## config.mk

```make
export PLATFORM = sky130hd
export DESIGN_NAME = txs_ctrl
export DESIGN_NICKNAME = d
export VERILOG_FILES = /design/src/txs_pkg.sv /design/src/txs_ctrl.sv /design/src/txs_sync.sv
export SDC_FILE = /design/constraint.sdc
export NUM_CORES = 1
export LEC_CHECK = 0
export BUFFER_PORTS_ARGS = -buffer_cell sky130_fd_sc_hd__buf_2
export CORE_ASPECT_RATIO = 1.2
export CORE_MARGIN = 1.5
export CORE_UTILIZATION = 52
export DETAILED_ROUTE_END_ITERATION = 8
export GPL_TIMING_DRIVEN = 0
export PLACE_DENSITY = 0.84
export RECOVER_POWER = 100
export SETUP_SLACK_MARGIN = 0.4
export SYNTH_ARGS = -nofsm -noshare
export SYNTH_HDL_FRONTEND = slang
export SYNTH_HIERARCHICAL = 1
export SYNTH_SLANG_ARGS = --single-unit
```

## constraint.sdc

```tcl
create_clock -name clk -period 2.5 [get_ports clk]
set_clock_uncertainty 0.2 [all_clocks]
set_input_delay 0.25 -clock clk [delete_from_list [all_inputs] [get_ports clk]]
set_output_delay 0.25 -clock clk [all_outputs]
set_load 0.02 [all_outputs]
```

## src/txs_pkg.sv

```systemverilog
package txs_pkg;

  // ----------------------------------------
  // Sizes
  // ----------------------------------------
  localparam int unsigned NUM_CH     = 16;
  localparam int unsigned ADDR_W     = 4;
  localparam int unsigned HADDR_W    = 6;
  localparam int unsigned PIN_W      = 20;

  // ----------------------------------------
  // Register offsets (byte addresses)
  // ----------------------------------------
  localparam logic [3:0] OFS_CH_OE   = 4'h0;
  localparam logic [3:0] OFS_TEST    = 4'h4;
  localparam logic [3:0] OFS_STATUS  = 4'h8;
  localparam logic [3:0] OFS_DRIVE   = 4'hC;

  // ----------------------------------------
  // Field positions and reset values
  // ----------------------------------------
  localparam int unsigned TEST_PIN_CTRL_BIT = 0;
  localparam int unsigned TEST_TERM_EN_BIT  = 1;
  localparam int unsigned ST_OE_BIT        = 0;
  localparam int unsigned ST_EDGE_BIT      = 1;
  localparam int unsigned ST_MUX_BIT       = 2;
  localparam int unsigned ST_ORDER_BIT     = 3;
  localparam int unsigned ST_SERIAL_BIT    = 4;
  localparam int unsigned ST_ADDR_LSB      = 8;
  localparam logic [15:0] CH_OE_RST        = 16'h0000;
  localparam logic [1:0]  TEST_RST         = 2'h0;

  // ----------------------------------------
  // Carriers
  // ----------------------------------------
  typedef struct packed {
    logic       oe_pin;
    logic       serial_out_edge_sel;
    logic       bus_share_sel;
    logic       serial_bit_order_sel;
    logic       serial_host_mode;
    logic       addr_latch;
    logic [7:0] shared_bus;
    logic [5:0] low_addr;
  } txs_pin_s;

  typedef struct packed {
    logic [15:0]        ch_oe;
    logic [1:0]         test;
    logic               ack;
    logic [31:0]        rdata;
    logic [15:0]        drive_en;
    logic [15:0]        term_en;
    logic               edge_fall;
    logic               lsb_first;
    logic               mux_mode;
    logic [HADDR_W-1:0] host_addr;
  } txs_state_s;

endpackage : txs_pkg

```

## src/txs_ctrl.sv

```systemverilog
`timescale 1ns/1ps
`default_nettype none
// Behaviour
// Output-enable pin low: all tip and ring transmitter outputs high impedance.
// Pin high: a channel drives only when its own enable bit is set.
// Pin-control test bit set: pin low makes receiver termination high impedance.
// Pin-control test bit set and pin high: receiver termination switched on.
// Receivers keep monitoring the line even with termination high impedance; code turns monitoring off while reset_n is low.
// Serial mode: read data changes on falling edge if select high, else rising.
// Parallel mode: bus-share pin high shares address/data, low keeps them separate.
// Host grounds three lowest address lines in serial or multiplexed mode.
// Serial mode: bit-order pin low sends MSB first, high sends LSB first.
// Multiplexed mode: top two shared bus lines ignored in address phase.
// Each channel drive enable is synced pin level AND channel enable bit.
module txs_ctrl
  import txs_pkg::*;
(
  input  wire logic               clk,
  input  wire logic               reset_n,
  input  wire logic [ADDR_W-1:0]  avs_address,
  input  wire logic               avs_read,
  input  wire logic               avs_write,
  input  wire logic [31:0]        avs_writedata,
  output var  logic [31:0]        avs_readdata,
  output var  logic               avs_waitrequest,
  input  wire txs_pin_s           pins_in,
  output var  logic [NUM_CH-1:0]  line_tip_out_oe_n,
  output var  logic [NUM_CH-1:0]  line_ring_out_oe_n,
  output var  logic [NUM_CH-1:0]  rx_term_en,
  output var  logic [NUM_CH-1:0]  rx_monitor_en,
  output var  logic               serial_read_out_fall,
  output var  logic               serial_lsb_first,
  output var  logic               bus_mux_mode,
  output var  logic [HADDR_W-1:0] host_addr
);

  // ----------------------------------------
  // Pin synchronisers
  // ----------------------------------------
  txs_pin_s   pin_s;
  logic [PIN_W-1:0] pin_vec;

  txs_sync #(.WIDTH(PIN_W)) u_sync (
    .clk      (clk),
    .reset_n  (reset_n),
    .async_in (pins_in),
    .sync_out (pin_vec)
  );
  assign pin_s = txs_pin_s'(pin_vec);

  // ----------------------------------------
  // State
  // ----------------------------------------
  txs_state_s st_q;
  txs_state_s st_d;

  function automatic logic [31:0] read_mux(
    input logic [ADDR_W-1:0] a,
    input txs_state_s        s,
    input txs_pin_s          p
  );
    logic [31:0] r;
    r = 32'h0000_0000;
    case (a)
      OFS_CH_OE:  r[15:0] = s.ch_oe;
      OFS_TEST:   r[1:0]  = s.test;
      OFS_STATUS: begin
        r[ST_OE_BIT]     = p.oe_pin;
        r[ST_EDGE_BIT]   = p.serial_out_edge_sel;
        r[ST_MUX_BIT]    = p.bus_share_sel;
        r[ST_ORDER_BIT]  = p.serial_bit_order_sel;
        r[ST_SERIAL_BIT] = p.serial_host_mode;
        r[ST_ADDR_LSB +: HADDR_W] = s.host_addr;
      end
      OFS_DRIVE:  r[15:0] = s.drive_en;
      default:    r = 32'h0000_0000;
    endcase
    return r;
  endfunction : read_mux

  // Address rides on the shared lines
  function automatic logic mux_host(input txs_pin_s p);
    return !p.serial_host_mode && p.bus_share_sel;
  endfunction : mux_host

  always_comb begin
    st_d = st_q;
    // ----------------------------------------
    // Avalon slave, one wait state
    // ----------------------------------------
    st_d.ack = (avs_read | avs_write) & ~st_q.ack;
    // Lands on the edge after the wait state, while waitrequest is low
    if (avs_write && st_q.ack) begin
      if (avs_address == OFS_CH_OE) begin
        st_d.ch_oe = avs_writedata[15:0];
      end
      if (avs_address == OFS_TEST) begin
        st_d.test = avs_writedata[1:0];
      end
    end
    if (avs_read && !st_q.ack) begin
      st_d.rdata = read_mux(avs_address, st_q, pin_s);
    end
    // ----------------------------------------
    // Line drivers and termination
    // ----------------------------------------
    st_d.drive_en = {NUM_CH{pin_s.oe_pin}} & st_q.ch_oe;
    if (st_q.test[TEST_PIN_CTRL_BIT]) begin
      st_d.term_en = {NUM_CH{pin_s.oe_pin}};
    end else begin
      st_d.term_en = {NUM_CH{st_q.test[TEST_TERM_EN_BIT]}};
    end
    // ----------------------------------------
    // Host port straps
    // ----------------------------------------
    st_d.edge_fall = pin_s.serial_host_mode & pin_s.serial_out_edge_sel;
    st_d.lsb_first = pin_s.serial_host_mode & pin_s.serial_bit_order_sel;
    st_d.mux_mode  = mux_host(pin_s);
    if (!pin_s.serial_host_mode) begin
      if (pin_s.bus_share_sel) begin
        // Top two lines carry no address
        if (pin_s.addr_latch) begin
          st_d.host_addr = pin_s.shared_bus[HADDR_W-1:0];
        end
      end else begin
        // Low lines read only when separate buses are in use
        st_d.host_addr = pin_s.low_addr;
      end
    end
  end

  always_ff @(posedge clk or negedge reset_n) begin
    if (!reset_n) begin
      st_q <= '{ch_oe: CH_OE_RST, test: TEST_RST, default: '0};
    end else begin
      st_q <= st_d;
    end
  end

  // ----------------------------------------
  // Outputs
  // ----------------------------------------
  assign avs_waitrequest      = (avs_read | avs_write) & ~st_q.ack;
  assign avs_readdata         = st_q.rdata;
  assign line_tip_out_oe_n    = ~st_q.drive_en;
  assign line_ring_out_oe_n   = ~st_q.drive_en;
  assign rx_term_en           = st_q.term_en;
  // Monitoring is independent of termination
  assign rx_monitor_en        = {NUM_CH{reset_n}};
  assign serial_read_out_fall = st_q.edge_fall;
  assign serial_lsb_first     = st_q.lsb_first;
  assign bus_mux_mode         = st_q.mux_mode;
  assign host_addr            = st_q.host_addr;
endmodule : txs_ctrl
`default_nettype wire

```

## src/txs_sync.sv

```systemverilog
`timescale 1ns/1ps
`default_nettype none
module txs_sync #(
  parameter int unsigned WIDTH = 1
) (
  input  wire logic             clk,
  input  wire logic             reset_n,
  input  wire logic [WIDTH-1:0] async_in,
  output var  logic [WIDTH-1:0] sync_out
);

  // First stage feeds only the second stage
  typedef struct packed {
    logic [WIDTH-1:0] meta;
    logic [WIDTH-1:0] held;
  } txs_sync_st_s;

  txs_sync_st_s st_q;
  txs_sync_st_s st_d;

  always_comb begin
    st_d      = st_q;
    st_d.meta = async_in;
    st_d.held = st_q.meta;
  end

  always_ff @(posedge clk or negedge reset_n) begin
    if (!reset_n) begin
      st_q <= '0;
    end else begin
      st_q <= st_d;
    end
  end

  assign sync_out = st_q.held;

endmodule : txs_sync
`default_nettype wire
```

# Yosys cells after proc, flatten, opt, wreduce, memory -nomap -nowiden
# Cells that the tools add are included.
dict set report op_classes {
  add_sub_neg 0
  multipliers 0
  n_div 0
  order_cmp 0
  eq_ne 4
  shifts 0
  n_mux 8
  bitwise_logic 8
  reduce_logical 9
}
# operator count
set ops {}
lappend ops {{$pmux W6 S3} 1}
lappend ops {{$and A16 B16 Y16} 1}
lappend ops {{$mux W16} 1}
lappend ops {{$not A16 Y16} 1}
lappend ops {{$mux W6} 2}
lappend ops {{$pmux W3 S3} 1}
lappend ops {{$eq A4 B4 Y1 const B} 2}
lappend ops {{$pmux W2 S4} 1}
lappend ops {{$pmux W3 S2} 1}
lappend ops {{$reduce_and A2 Y1} 3}
lappend ops {{$eq A4 B3 Y1 const B} 1}
lappend ops {{$logic_not A4 Y1} 1}
lappend ops {{$pmux W2 S2} 1}
lappend ops {{$and A1 B1 Y1} 3}
lappend ops {{$logic_and A1 B1 Y1} 3}
lappend ops {{$logic_not A1 Y1} 2}
lappend ops {{$ne A2 B2 Y1 const B} 1}
lappend ops {{$not A1 Y1} 2}
lappend ops {{$or A1 B1 Y1} 1}
dict set report word_totals {
  register_bits 116
  latch_bits 0
  ram_bits 0
  rom_bits 0
  input_bits 60
  elab_cells 41
  memories 0
}

# Longest topological paths before layout
dict set report depth {
  ltp_word 2
  mapped_depth 5
  mapped_depth_nobuf 3
}

# Hierarchy
# Netlist, hierarchy kept.
# module instances cells_each area_per_inst_um2 seq_area_each_um2
set modules_own_cells {}
lappend modules_own_cells {txs_ctrl 1 308 3261.9 1526.5}
lappend modules_own_cells {txs_sync 1 40 1001.0 1001.0}

# Least setup slack after synthesis
# No wires, ideal clock.
dict set report synth_timing {
  path_kind {input-to-reg}
  from {input avs_address[1]}
  to {register st_q[82] (netlist bit)}
  setup_time_ns 0.127
  arrival_ns 1.413
  path_slack_ns 0.760
  path_stages 5
  path_cell_list {nor4_4 -> and3_1 -> buf_4 -> buf_8 -> mux2_1}
}
dict set report synth_between {
  elab_chain_cells 2
}
# item line_no
set synth_lines {}
lappend synth_lines {{start: declaration} txs_ctrl.sv:20} ;# input wire logic [ADDR_W-1:0] avs_address,
lappend synth_lines {{$logic_not A4 Y1} txs_ctrl.sv:94} ;# if (avs_address == OFS_CH_OE) begin
lappend synth_lines {{$reduce_and A2 Y1 (no line)} --}
lappend synth_lines {{end signal: assignment} txs_ctrl.sv:136} ;# st_q <= st_d;
lappend synth_lines {{end: declaration} txs_ctrl.sv:54} ;# txs_state_s st_q;
# Every way passes these cells.
# A chain may end at the register's enable or synchronous reset.

# Worst setup path after layout
dict set report layout_timing {
  from {input avs_address[1]}
  to {register st_q[85] (netlist bit)}
}
# Same word-level chain as after synthesis.

==> flow_summary_export.csv <==
group,metric,value,unit
finish,regArea,2427,µm²
power_and_ir_drop,seqPwrFrac,0.490,
logic_synthesis,synth_area,4163,µm²
setup_path,cp_max_fo,10,
drt,first_pass_iters,4,
floorplan,fp-row-count,35,
finish,multi_input_area,1016,µm²
cts,numCtsBuffers,9,
sta,tightest_slew,0.7907,ns
sta,grt_setup_unrepaired,"false",
drt,drtIter0Drc,194,
finish,design_area,5508,µm²
setup_path,r2r_cells,4,
floorplan,die-area,8553,µm²
cts,cts_buffer_depth,2,
cts,cts-root-buf,"clkbuf_8",
drt,drc,0,
sta,slew_violations,0,
power_and_ir_drop,switchingPower,1.180,mW
place,io_buffers,131,
cts,clk_latency,0.37,ns
power_and_ir_drop,peakVddDrop,646.1,µV
setup_path,path_depth,6,
global_routing,overflow,0,
global_routing,grt_pass1_wl,13.66,mm
logic_synthesis,yosys_warnings,6,
floorplan,core,7707,µm²
setup_path,required,2.55,ns
global_routing,grt_max_degree,66,
global_routing,antenna_found_initial,0,
sta,fin_crit_sh,0.8005,
power_and_ir_drop,swShare,0.3154,
cts,clk_pin_slew,0.09,ns
finish,layout-drive-gt1-share,0.3486,
flow_run,drv_cap,0,
drt,dr_total_vias,2993,
finish,area_growth,32.31,%
power_and_ir_drop,p_int,2.562,mW
power_and_ir_drop,clock_power_share,0.261,
setup_path,cp-start-kind,"primary input",
floorplan,fp.dieH,101.0,µm
sta,setup_violations,0,
setup_path,critPathArrivalTime,2.05,ns
setup_path,r2r-end,"avs_readdata[12]",
place,dp_hpwl,6.249,mm
setup_path,crit_buf_inv,3,
place,gp_congestion,0.8401,
power_and_ir_drop,power_density,679.4,nW/µm²
sta,slew_headroom,0.4685,
sta,hold_viol_final,0,
setup_path,crit_start,"avs_address[1]",
floorplan,ios,166,
place,place_area,5020,µm²
setup_path,critical_path.slowest_cell,"nor4_2",
logic_synthesis,synth_area_per_cell,12.10,µm²
status,status,"finished, final reports clean",
cts,cts.sinks,97,
power_and_ir_drop,leakagePower,2.659,nW
setup_path,endpoint_kind,"flip-flop",
cts,post_cts_resized,0,
floorplan,initial_core_util,0.5401,
sta,max_freq,0.4997,GHz
logic_synthesis,synth_cells,344,
finish,fillCellCount,590,
drt,wl_per_cell,13.80,µm
drt,drt_wl_total,8.793,mm
setup_path,slowest_delay,0.74,ns
min_path,hold_class,"in2reg",
setup_path,cp_top_family,"simple AND/OR/NAND/NOR gates",
power_and_ir_drop,p_comb_frac,0.249,
finish,layout.nets,600,
setup_path,reg2reg_from,"st_q[73]",
setup_path,crit_chain,"clkbuf_1 > nor4_2 > and3_1 > buf_4 > buf_8 > mux2_1",
cts,cts_setup_buffers,0,
setup_path,endpoint,"st_q[85]",
power_and_ir_drop,power,3.742,mW
drt,final_antenna_net_count,0,
setup_path,rrSetupSlack,0.62,ns
setup_path,crit_type,"in2reg",
finish,antenna_cells,0,
cts,tritoncts,"yes",
global_routing,grt_usage,0.2077,
global_routing,grt_pass1_vias,2918,
cts,cts_max_level,3,
floorplan,die_x,84.68,µm
sta,finalCriticalPeriod,2.001,ns
drt,viasPerCell,4.699,
==> power groups by stage <==
stage	clock network, mW	registers, mW	logic, mW
floorplan	0	1.83	0.637
global placement	0	1.85	0.883
detailed placement	0	1.87	0.914
CTS	0.994	1.84	0.964
global route	1.06	1.86	1.00
finish	0.977	1.84	0.930
==> metrics by stage <==
step                      utilization  TNS (ns)  hold slack (ns)  setup slack (ns)  cells
after CTS                      0.7273         0          0.06954            0.6376    637
after global placement         0.6474    -7.815           0.1329           -0.3334    582
after floorplan                     -         0          -0.2456            0.7596    359
final                          0.7146         0          0.06317            0.4988    637
after detailed placement       0.6513         0          0.08001            0.3540    583
after global routing           0.7146         0          0.08671            0.4124    637
==> worst register-to-register path, delay by kind of cell, from the launching register on <==
family,cells,cell delay (ns)
flip-flops,1,0.42
buffers and inverters,1,0.23
AND/OR/NAND/NOR,2,0.72
AO/OA/AOI/OAI,1,0.23
==> repair_timing <==
| action | CTS | global route |
|---|---|---|
| hold endpoints to repair | 69 | 0 |
| hold buffers | 38 | 0 |
| setup endpoints to repair | 0 | 0 |
==> state kept, by name, summed over array words and instances (netlist names) <==
name,count
bus_mux_mode,1
serial_read_out_fall,1
serial_lsb_first,1
rx_term_en,1
avs_readdata,16
u_sync/st_d,18
u_sync/sync_out,18
host_addr,6
st_q,35
==> routing by layer <==
| layer | wire length [µm] | vias up | GRT usage |
|---|---|---|---|
| met5 | 0 | - | 0 |
| met4 | 260 | 0 | 0.1154 |
| met3 | 413 | 22 | 0.02948 |
| met2 | 4585 | 103 | 0.3687 |
| met1 | 3534 | 1426 | 0.2421 |
| li1 | - | 1442 | - |
==> placed cells by master (no fill, tap or decap), types with 16 or more instances in the layout <==
master / count
buf_2: 60
dfrtp_1: 97
o21ai_0: 18
buf_4: 65
clkbuf_1: 79
conb_1: 16
inv_1: 17
mux2_2: 20
clkbuf_4: 23
dlygate4sd3_1: 37
==> worst min path at each step <==
stage                               start                   to  slack (ns)  cells past startpoint
after floorplan                   reset_n      avs_readdata[0]       -0.25                      0
after global placement    u_sync/st_d[18]  u_sync/sync_out[18]        0.13                      0
after detailed placement          reset_n  u_sync/sync_out[10]        0.08                      1
after CTS                  avs_address[1]      avs_readdata[0]        0.07                      3
after global routing       avs_address[0]      avs_readdata[0]        0.09                      3
final                      avs_address[0]      avs_readdata[0]        0.06                      3
==> area by class of cell <==
cell class / instances / area share
buffer: 97 / 0.1274
clock buffer: 10 / 0.02499
clock inverter: 6 / 0.01045
inverter: 17 / 0.01159
multi-input combinational: 148 / 0.1845
sequential: 97 / 0.4407
tap: 92 / 0.02090
timing repair buffer: 170 / 0.1795
No activity file was read; power rests on OpenSTA's default activity.
